$ cat config.mk
export PLATFORM = sky130hd
export DESIGN_NAME = irq_flags
export DESIGN_NICKNAME = d
export VERILOG_FILES = /design/src/irq_flags_pkg.sv /design/src/flag_bank_if.sv /design/src/flag_bank.sv /design/src/irq_flags.sv
export SDC_FILE = /design/constraint.sdc
export NUM_CORES = 1
export LEC_CHECK = 0
export BUFFER_PORTS_ARGS = -buffer_cell sky130_fd_sc_hd__buf_4
export CAP_MARGIN = 30
export CORE_MARGIN = 4
export CORE_UTILIZATION = 45
export CTS_CLUSTER_DIAMETER = 120
export DETAILED_ROUTE_END_ITERATION = 8
export PLACE_DENSITY = 0.75
export SYNTH_ARGS = -nofsm -noshare
export SYNTH_HDL_FRONTEND = slang
export SYNTH_HIERARCHICAL = 1
export SYNTH_SLANG_ARGS = --single-unit
$ cat constraint.sdc
create_clock -name clock_i -period 2.45 [get_ports clock_i]
set_input_delay 0.1225 -clock clock_i [delete_from_list [all_inputs] [get_ports clock_i]]
set_output_delay 0.1225 -clock clock_i [all_outputs]
set_load 0.1 [all_outputs]
$ cat src/irq_flags_pkg.sv
// Constants shared by the interrupt indicator block: register offsets,
// field positions, implemented-bit masks and reset values.
// Assumes an 8-bit CPU data path and a 16-bit memory address.
package irq_flags_pkg;

  localparam int          REG_W = 8;
  localparam int          ADR_W = 16;

  // ************************************************************
  // Register offsets
  // ************************************************************
  localparam logic [15:0] NONMASKABLE_FLAGS_FIRST_OFF   = 16'h1002;
  localparam logic [15:0] NONMASKABLE_ENABLE_SECOND_OFF = 16'h1001;
  localparam logic [15:0] NONMASKABLE_FLAGS_SECOND_OFF  = 16'h1003;
  localparam logic [15:0] NONMASKABLE_CLEAR_FIRST_OFF   = 16'h1004;
  localparam logic [15:0] NONMASKABLE_CLEAR_SECOND_OFF  = 16'h1005;
  localparam logic [15:0] MASKABLE_ENABLE_FIRST_OFF     = 16'h1006;
  localparam logic [15:0] MASKABLE_ENABLE_SECOND_OFF    = 16'h1007;
  localparam logic [15:0] MASKABLE_FLAGS_FIRST_OFF      = 16'h1008;
  localparam logic [15:0] MASKABLE_FLAGS_SECOND_OFF     = 16'h1009;
  localparam logic [15:0] MASKABLE_CLEAR_FIRST_OFF      = 16'h100A;
  localparam logic [15:0] MASKABLE_CLEAR_SECOND_OFF     = 16'h100B;

  // ************************************************************
  // Field positions
  // ************************************************************
  localparam int          TIMER_LSB     = 4;
  localparam int          WATCHDOG_BIT  = 3;
  localparam int          PORT_LSB      = 0;
  localparam int          TICK_LSB      = 0;
  localparam int          TIME_BASE_LSB = 4;

  // ************************************************************
  // Implemented bits and reset values
  // ************************************************************
  localparam logic [7:0]  NONMASKABLE_FIRST_MASK  = 8'h7F;
  localparam logic [7:0]  NONMASKABLE_SECOND_MASK = 8'h07;
  localparam logic [7:0]  MASKABLE_MASK           = 8'h77;
  localparam logic [7:0]  REG_RESET               = 8'h00;
  localparam logic [7:0]  READ_UNMAPPED           = 8'h00;

endpackage : irq_flags_pkg

$ cat src/flag_bank_if.sv
// Carrier between the register front end and one bank of indicators.
// Assumes both ends run on the same clock.
`timescale 1ns/1ps
interface flag_bank_if;
  import irq_flags_pkg::*;

  logic [REG_W-1:0] set_evt;
  logic [REG_W-1:0] clr_req;
  logic [REG_W-1:0] enable;
  logic [REG_W-1:0] flags;
  logic             request;

  modport bank (input set_evt, input clr_req, input enable, output flags, output request);
  modport ctrl (output set_evt, output clr_req, output enable, input flags, input request);
endinterface : flag_bank_if

$ cat src/flag_bank.sv
// One bank of sticky event indicators with write-one-to-clear and enable gating.
// Assumes event pulses and clear strobes are synchronous to clock_i.
`timescale 1ns/1ps
module flag_bank
  import irq_flags_pkg::*;
#(
  parameter logic [7:0] USED_MASK = 8'hFF
) (
  input  wire logic   clock_i,
  input  wire logic   rst_b_i,
  flag_bank_if.bank   bus
);

  if (USED_MASK == 8'h00) begin : g_bad_mask
    $error("flag_bank: USED_MASK selects no indicator");
  end

  // ************************************************************
  // Per-bit indicators
  // ************************************************************
  // Unused bits are never built, so reserved positions read zero.
  for (genvar i = 0; i < REG_W; i++) begin : g_bit
    if (USED_MASK[i]) begin : g_used
      always_ff @(posedge clock_i or negedge rst_b_i) begin
        if (!rst_b_i) begin
          bus.flags[i] <= 1'b0;
        end else if (bus.set_evt[i]) begin
          bus.flags[i] <= 1'b1;   // Event in the clearing cycle is kept
        end else if (bus.clr_req[i]) begin
          bus.flags[i] <= 1'b0;
        end
      end
    end else begin : g_unused
      assign bus.flags[i] = 1'b0;
    end
  end

  assign bus.request = |(bus.flags & bus.enable);

endmodule // flag_bank

$ cat src/irq_flags.sv
// Interrupt indicator, enable and clear registers for non-maskable and
// maskable sources, with the two request lines to the CPU core.
// Assumes the core drives a synchronous 8-bit memory-mapped register port
// and that event inputs are one-cycle pulses on clock_i.
`timescale 1ns/1ps

// Notes on behaviour
// - The second non-maskable status register shows one-minute, 1 Hz, 2 Hz at bits 2..0, bit 3 zero, reset zero.
// - Writing ones to bits 6..0 of the first non-maskable clear register clears Timer3..1, watchdog, Port3..1.
// - Writing ones to bits 2..0 of the second non-maskable clear register clears one-minute, 1 Hz and 2 Hz.
// - The first maskable enable register holds Timer3..1 enables at bits 6..4, reset zero, bits 7 and 3 zero.
// - The first maskable enable register holds Port3..1 enables at bits 2..0, so 03h enables Port1 and Port2.
// - The second maskable enable register holds 2048, 512 and 64 Hz enables at bits 6..4.
// - The second maskable enable register holds one-minute, 1 Hz, 2 Hz enables at bits 2..0.
// - The first maskable status register shows Timer3..1 at bits 6..4 and Port3..1 at bits 2..0.
// - Writing ones to bits 6..4 and 2..0 of the timer and port clear register clears those maskable indicators.
// - Writing ones to bits 6..4 of the time-base clear register clears the 2048, 512 and 64 Hz indicators.
// - Writing ones to bits 2..0 of the time-base clear register clears one-minute, 1 Hz and 2 Hz indicators.
// - The first non-maskable status register shows Timer3..1, watchdog and Port3..1 at bits 6..0.
// - The second non-maskable enable register gates one-minute, 1 Hz, 2 Hz at bits 2..0.
module irq_flags
  import irq_flags_pkg::*;
(
  input  wire logic                           clock_i,
  input  wire logic                           rst_b_i,
  input  wire logic [irq_flags_pkg::ADR_W-1:0] addr_i,
  input  wire logic [irq_flags_pkg::REG_W-1:0] wdata_i,
  input  wire logic                           wr_i,
  input  wire logic                           rd_i,
  output      logic [irq_flags_pkg::REG_W-1:0] rdata_o,
  input  wire logic [irq_flags_pkg::REG_W-1:0] nonmaskable_enable_first_i,
  input  wire logic [2:0]                     timer_event_i,
  input  wire logic                           watchdog_event_i,
  input  wire logic [2:0]                     port_event_i,
  input  wire logic [2:0]                     tick_event_i,
  input  wire logic [2:0]                     time_base_event_i,
  output      logic                           nmi_req_o,
  output      logic                           int_req_o
);
  import irq_flags_pkg::*;

  // ************************************************************
  // Enable registers
  // ************************************************************
  logic [REG_W-1:0] nonmaskable_enable_second;
  logic [REG_W-1:0] maskable_enable_first;
  logic [REG_W-1:0] maskable_enable_second;
  logic [REG_W-1:0] next_rdata;

  flag_bank_if nmi_first_bus ();
  flag_bank_if nmi_second_bus ();
  flag_bank_if int_first_bus ();
  flag_bank_if int_second_bus ();

  logic wr_nmi_en2;
  logic wr_int_en1;
  logic wr_int_en2;

  assign wr_nmi_en2 = wr_i && (addr_i == NONMASKABLE_ENABLE_SECOND_OFF);
  assign wr_int_en1 = wr_i && (addr_i == MASKABLE_ENABLE_FIRST_OFF);
  assign wr_int_en2 = wr_i && (addr_i == MASKABLE_ENABLE_SECOND_OFF);

  always_ff @(posedge clock_i or negedge rst_b_i) begin
    if (!rst_b_i) begin
      nonmaskable_enable_second <= REG_RESET;
    end else if (wr_nmi_en2) begin
      nonmaskable_enable_second <= wdata_i & NONMASKABLE_SECOND_MASK;
    end
  end

  always_ff @(posedge clock_i or negedge rst_b_i) begin
    if (!rst_b_i) begin
      maskable_enable_first <= REG_RESET;
    end else if (wr_int_en1) begin
      maskable_enable_first <= wdata_i & MASKABLE_MASK;
    end
  end

  always_ff @(posedge clock_i or negedge rst_b_i) begin
    if (!rst_b_i) begin
      maskable_enable_second <= REG_RESET;
    end else if (wr_int_en2) begin
      maskable_enable_second <= wdata_i & MASKABLE_MASK;
    end
  end

  // ************************************************************
  // Event routing and clear strobes
  // ************************************************************
  // Timer, port and tick events feed both a non-maskable and a maskable indicator; the
  // enables only gate the request lines, so software can always poll.
  always_comb begin
    nmi_first_bus.set_evt  = REG_RESET;
    nmi_second_bus.set_evt = REG_RESET;
    int_first_bus.set_evt  = REG_RESET;
    int_second_bus.set_evt = REG_RESET;
    nmi_first_bus.set_evt[TIMER_LSB +: 3]      = timer_event_i;
    nmi_first_bus.set_evt[WATCHDOG_BIT]        = watchdog_event_i;
    nmi_first_bus.set_evt[PORT_LSB +: 3]       = port_event_i;
    nmi_second_bus.set_evt[TICK_LSB +: 3]      = tick_event_i;
    int_first_bus.set_evt[TIMER_LSB +: 3]      = timer_event_i;
    int_first_bus.set_evt[PORT_LSB +: 3]       = port_event_i;
    int_second_bus.set_evt[TIME_BASE_LSB +: 3] = time_base_event_i;
    int_second_bus.set_evt[TICK_LSB +: 3]      = tick_event_i;
  end

  // Only a one clears; a write of zero to any bit leaves the indicator alone
  always_comb begin
    nmi_first_bus.clr_req  = REG_RESET;
    nmi_second_bus.clr_req = REG_RESET;
    int_first_bus.clr_req  = REG_RESET;
    int_second_bus.clr_req = REG_RESET;
    if (wr_i) begin
      if (addr_i == NONMASKABLE_CLEAR_FIRST_OFF) begin
        nmi_first_bus.clr_req = wdata_i & NONMASKABLE_FIRST_MASK;
      end else if (addr_i == NONMASKABLE_CLEAR_SECOND_OFF) begin
        nmi_second_bus.clr_req = wdata_i & NONMASKABLE_SECOND_MASK;
      end else if (addr_i == MASKABLE_CLEAR_FIRST_OFF) begin
        int_first_bus.clr_req = wdata_i & MASKABLE_MASK;
      end else if (addr_i == MASKABLE_CLEAR_SECOND_OFF) begin
        int_second_bus.clr_req = wdata_i & MASKABLE_MASK;
      end
    end
  end

  assign nmi_first_bus.enable  = nonmaskable_enable_first_i & NONMASKABLE_FIRST_MASK;
  assign nmi_second_bus.enable = nonmaskable_enable_second;
  assign int_first_bus.enable  = maskable_enable_first;
  assign int_second_bus.enable = maskable_enable_second;

  // ************************************************************
  // Indicator banks
  // ************************************************************
  flag_bank #(.USED_MASK(NONMASKABLE_FIRST_MASK)) u_nmi_first (
    .clock_i (clock_i),
    .rst_b_i (rst_b_i),
    .bus     (nmi_first_bus)
  );

  flag_bank #(.USED_MASK(NONMASKABLE_SECOND_MASK)) u_nmi_second (
    .clock_i (clock_i),
    .rst_b_i (rst_b_i),
    .bus     (nmi_second_bus)
  );

  flag_bank #(.USED_MASK(MASKABLE_MASK)) u_int_first (
    .clock_i (clock_i),
    .rst_b_i (rst_b_i),
    .bus     (int_first_bus)
  );

  flag_bank #(.USED_MASK(MASKABLE_MASK)) u_int_second (
    .clock_i (clock_i),
    .rst_b_i (rst_b_i),
    .bus     (int_second_bus)
  );

  // Level requests: they drop only on a clear, a reset, or a disable by register or by nonmaskable_enable_first_i
  assign nmi_req_o = nmi_first_bus.request || nmi_second_bus.request;
  assign int_req_o = int_first_bus.request || int_second_bus.request;

  // ************************************************************
  // Read port
  // ************************************************************
  // Clear registers are write-only and read as zero like unmapped space.
  always_comb begin
    if (addr_i == NONMASKABLE_FLAGS_FIRST_OFF) begin
      next_rdata = nmi_first_bus.flags;
    end else if (addr_i == NONMASKABLE_ENABLE_SECOND_OFF) begin
      next_rdata = nonmaskable_enable_second;
    end else if (addr_i == NONMASKABLE_FLAGS_SECOND_OFF) begin
      next_rdata = nmi_second_bus.flags;
    end else if (addr_i == MASKABLE_ENABLE_FIRST_OFF) begin
      next_rdata = maskable_enable_first;
    end else if (addr_i == MASKABLE_ENABLE_SECOND_OFF) begin
      next_rdata = maskable_enable_second;
    end else if (addr_i == MASKABLE_FLAGS_FIRST_OFF) begin
      next_rdata = int_first_bus.flags;
    end else if (addr_i == MASKABLE_FLAGS_SECOND_OFF) begin
      next_rdata = int_second_bus.flags;
    end else begin
      next_rdata = READ_UNMAPPED;
    end
  end

  always_ff @(posedge clock_i or negedge rst_b_i) begin
    if (!rst_b_i) begin
      rdata_o <= REG_RESET;
    end else if (rd_i) begin
      rdata_o <= next_rdata;
    end
  end
endmodule // irq_flags

Word level (Yosys, flattened, before mapping)
Cells that the tools add are included.
{"block": "word_totals", "output_inout_bits": 10, "ramBits": 0, "latchBits": 0, "mem_count": 0, "romBits": 0, "reg_bits": 45, "in_bits": 49}
{"block": "op_classes", "reduce_logical": 31, "eq_ne": 11, "addsub": 0, "mul": 0, "n_mux": 65, "magnitude_cmp": 0, "shift": 0, "n_bitwise": 4, "div_mod_pow": 0}
{"cell": "equality test 16 x 13 -> 1 bit, second input constant", "count": 11}
{"cell": "2-to-1 mux 7 bit", "count": 18}
{"cell": "2-to-1 mux 1 bit", "count": 44}
{"cell": "nonzero test 2 bit", "count": 22}
{"cell": "OR reduction 8 bit", "count": 4}
{"cell": "bitwise AND 7 bit", "count": 3}
{"cell": "2-to-1 mux 3 bit", "count": 3}
{"cell": "bitwise AND 3 bit", "count": 1}
{"cell": "logical AND 1 bit", "count": 3}
{"cell": "logical OR 1 bit", "count": 2}

Depth between registers and ports, before layout
{"block": "logic_depth", "depth_word": 8, "mapped_depth": 8}

Hierarchy
Netlist, hierarchy kept.
{"module": "irq_flags", "cells_per_inst": 180, "area_per_inst_um2": 1737.9, "seq_area_each_um2": 575.6, "instances": 1}
{"module": "flag_bank at u_int_first ...", "cells_per_inst": 25, "area_per_inst_um2": 266.5, "seq_area_each_um2": 150.1, "instances": 2}
{"module": "flag_bank at u_nmi_first", "cells_per_inst": 27, "area_per_inst_um2": 296.5, "seq_area_each_um2": 175.2, "instances": 1}
{"module": "flag_bank at u_nmi_second", "cells_per_inst": 17, "area_per_inst_um2": 165.2, "seq_area_each_um2": 75.1, "instances": 1}

Worst setup path after synthesis
OpenSTA, ideal clock, no wires.
{"block": "synth_timing", "path_type": "input-to-reg", "start": "input port addr_i[13] (netlist bit)", "end": "register u_int_first.bus.flags[6]", "stages": 8, "setup_time_ns": 0.118, "arrival_time_ns": 1.359, "path_buffers": 2, "path_slack_ns": 0.973, "cell_sequence": "nor4b_4 > and3_2 > buf_4 > buf_2 > nand2_1 > nor2_1 > inv_1 > a21o_1"}
{"block": "synth_via", "elab_chain_cells": 6, "word_cells_on_any_way": 8, "cone_classes": "eq/ne (3); mux (4); reduce/logical (1)"}
{"item": "start: declaration", "line": "irq_flags.sv:26", "rtl": "input wire logic [irq_flags_pkg::ADR_W-1:0] addr_i,"}
{"item": "equality test 16 x 13 -> 1 bit", "line": "irq_flags.sv:118", "rtl": "end else if (addr_i == MASKABLE_CLEAR_FIRST_OFF) begin"}
{"item": "2-to-1 mux 7 bit", "line": "irq_flags.sv:118"}
{"item": "2-to-1 mux 7 bit", "line": "irq_flags.sv:116", "rtl": "end else if (addr_i == NONMASKABLE_CLEAR_SECOND_OFF) begin"}
{"item": "2-to-1 mux 7 bit (*)", "line": "irq_flags.sv:114", "rtl": "if (addr_i == NONMASKABLE_CLEAR_FIRST_OFF) begin"}
{"item": "2-to-1 mux 7 bit (*)", "line": "irq_flags.sv:113", "rtl": "if (wr_i) begin"}
{"item": "named net int_first_bus.clr_req[6]", "line": "flag_bank_if.sv:8", "rtl": "logic [REG_W-1:0] clr_req;"}
{"item": "nonzero test 2 bit (no source line) (*)"}
{"item": "end signal: indexed assignment", "line": "flag_bank.sv:26", "rtl": "bus.flags[i] <= 1'b0;"}
{"item": "end signal: indexed assignment", "line": "flag_bank.sv:28", "rtl": "bus.flags[i] <= 1'b1;"}
{"item": "end signal: indexed assignment", "line": "flag_bank.sv:30", "rtl": "bus.flags[i] <= 1'b0;"}
{"item": "end: declaration", "line": "flag_bank_if.sv:13", "rtl": "modport bank (input set_evt, input clr_req, input enable, output flags, output request);"}
The timed path passes the listed nets; every way through them passes the cells marked *.
A chain may end at the register's enable or synchronous reset.

Worst setup path in the final report
{"block": "layout_timing", "start": "register u_nmi_first.bus.flags[4]", "end": "output port nmi_req_o"}
{"block": "layout_via", "elab_chain_cells": 3}
{"item": "start: declaration", "line": "flag_bank_if.sv:13"}
{"item": "start signal: indexed assignment", "line": "flag_bank.sv:26"}
{"item": "start signal: indexed assignment", "line": "flag_bank.sv:28"}
{"item": "start signal: indexed assignment", "line": "flag_bank.sv:30"}
{"item": "bitwise AND 7 bit", "line": "flag_bank.sv:38", "rtl": "assign bus.request = |(bus.flags & bus.enable);"}
{"item": "OR reduction 8 bit", "line": "flag_bank.sv:38"}
{"item": "named net nmi_first_bus.request", "line": "flag_bank_if.sv:11", "rtl": "logic request;"}
{"item": "logical OR 1 bit", "line": "irq_flags.sv:159", "rtl": "assign nmi_req_o = nmi_first_bus.request || nmi_second_bus.request;"}
{"item": "end: declaration", "line": "irq_flags.sv:37", "rtl": "output logic nmi_req_o,"}
The timed path passes the listed nets, and every way through them passes these cells.

==> qor.yml <==
total_leakage_power_nw: 1.40
syn-mean-instance-area_um2: 10.0
grt_setup_unrepaired: "no"
first_pass_grt_wire_length_mm: 10.9
die_y_um: 85.9
final_setup_violations: 0
result_of_the_run: "finished clean"
fmax_ghz: 0.499
met2RoutedLength_mm: 3.32
report.final.slew_viol_count: 0
final_period_util: 0.818
dpl-instance-area_mm2: 0.00317
maxUsedRoutingLayer: "met4"
internal_power_mw: 1.03
met1Wirelength_mm: 2.99
drt_pass1_iterations: 5
slew-limit-headroom: 0.612
cts-htree-levels: 2
clock_skew_ns: 0.00575
globalRouteTotalUtil: 0.188
cp_max_fo: 3
p_clk_frac: 0.319
power.net_switching_uw: 379
dpl.hpwl_mm: 5.06
crit_arrival_ns: 1.88
endpoint_kind: "primary output"
top_level_ports: 59
hold_fix_buffers_at_cts: 4
detailedRoute.firstIterationViolations: 123
vdd_ir_drop_max_v: 0.000225
criticalPathCategory: "flop to primary output"
gpl.final_weighted_congestion: 0.801
synthesis.instances: 273
post-route-min-period_ns: 2.00
drive_above_1_share: 0.294
maxCapViolCount: 0
antenna-diode-count: 0
cts-buffers-inserted: 5
avgRoutedWirePerCell_um: 16.7
dp.cells: 393
initial_core_util: 0.464
io_buffers: 56
die_x_um: 85.9
worst_skew_pair_latency_ns: 0.30
ys.warnings.count: 6
via_count: 2238
floorplan.core_area_mm2: 0.00589
worst_slew_pin_slew_ns: 0.580
pwr-share-seq: 0.530
worst_setup_path_start_kind: "flop"
cts_post_setup_buffers_inserted: 0
totalPowerFinal_mw: 1.41
grt_remaining_overflow: 0
number_of_global_route_vias_before_repair: 2211
worst_ep_required_time_ns: 2.33
drt_drc_violations_left: 0
tritoncts: "done"
switching_share: 0.268
routed_via_density: 5.53
finalHoldViolCount: 0
finalNetCount: 378
die-area_mm2: 0.00737
finalWirelength_mm: 6.77
grt_max_degree: 46
clk_tree_root_cell: "clkbuf_8"
min_path_type: "input port to flop"
cts_resized: 0
totalNegativeSetupSlack_ns: 0
numClockSinks: 45
clkSlewWorstSetupHoldPaths_ns: 0.08
comb_power_share: 0.151
power-per-cell-area_mw_per_mm2: 429
pre_cts_slack_ns: 0.590
cell_area_after_layout_mm2: 0.00329
area_growth_syn_to_layout_pct: 20.6
cts.path.max_buffers: 2
worst_slack_ns: 0.446
number_of_antenna_violations_at_the_first_check_in_global_routing: 0
post_layout_nonfiller_instances: 405
placementRows: 28
routed-wl-met3_um: 331
syn-cell-area_mm2: 0.00273
route.antenna.remaining_nets: 0
## final timing paths
check | from | end | slack, ns | depth (start not counted)
hold reg to reg | rdata_o[0] | rdata_o[0] | 0.51 | 2
max in group asynchronous | rst_b_i | u_int_first/bus.flags[0] | 1.70 | 2
setup / recovery | u_nmi_first/bus.flags[4] | nmi_req_o | 0.45 | 4
setup reg to reg | u_nmi_first/bus.flags[3] | rdata_o[3] | 1.11 | 4
min in group asynchronous | rst_b_i | u_int_first/bus.flags[5] | 0.35 | 2
hold / removal | time_base_event_i[0] | u_int_second/bus.flags[4] | 0.005 | 2
## cell usage in the layout, fill, tap and decap left out, drive strengths merged, types with 7 or more instances in the layout
| cell | instances |
|---|---|
| buf | 59 |
| dfrtp | 45 |
| inv | 29 |
| a21o | 22 |
| and2 | 18 |
| mux2 | 16 |
| nor2 | 11 |
| conb | 10 |
| nor2b | 9 |
| a22oi | 9 |
| nand3 | 9 |
| o21ai | 8 |
| mux2i | 8 |
| a21oi | 8 |
| clkbuf | 7 |
## metal layers
metal,track usage,vias up
li1,-,1075
met1,0.240,1087
met2,0.317,64
met3,0.0403,12
met4,0.0633,0
met5,0,-
## metrics by stage
step | utilization | hold WS (ns)
2_1_floorplan | - | -0.173
3_3_place_gp | 0.538 | 0.153
3_5_place_dp | 0.538 | 0.155
4_1_cts | 0.559 | 0.000823
5_1_grt | 0.559 | 0.0000392
6_report | 0.559 | 0.00521
## critical path, stage by stage, from the launching register on
cell,delay [ns]
dfrtp_1,0.40
a222oi_1,0.54
nand3_1,0.11
or2_2,0.30
buf_4,0.24
## flip-flops by register name, summed over array words and instances, names as in the netlist
register / flops
int_second_bus.enable: 6
rdata_o: 8
nmi_second_bus.enable: 3
u_int_second/bus.flags: 6
u_nmi_second/bus.flags: 3
u_int_first/bus.flags: 6
int_first_bus.enable: 6
u_nmi_first/bus.flags: 7
## layout make-up
type                            count  area [um^2]
Clock buffer                        7         76.3
Clock inverter                      1         7.51
Fill cell                         556         2590
Inverter                           29          109
Multi-Input combinational cell    185         1400
Sequential cell                    45         1130
Tap cell                           75         93.8
Timing Repair Buffer               63          483
## power groups by stage
stage                     Sequential [mW]  Combinational, mW  Clock (mW)
after floorplan                     0.797             0.0751           0
after global placement              0.764              0.206           0
after detailed placement            0.764              0.209           0
after CTS                           0.749              0.215       0.464
after global routing                0.750              0.230       0.492
final                               0.749              0.214       0.450
Power figures use the tool's default switching activity.
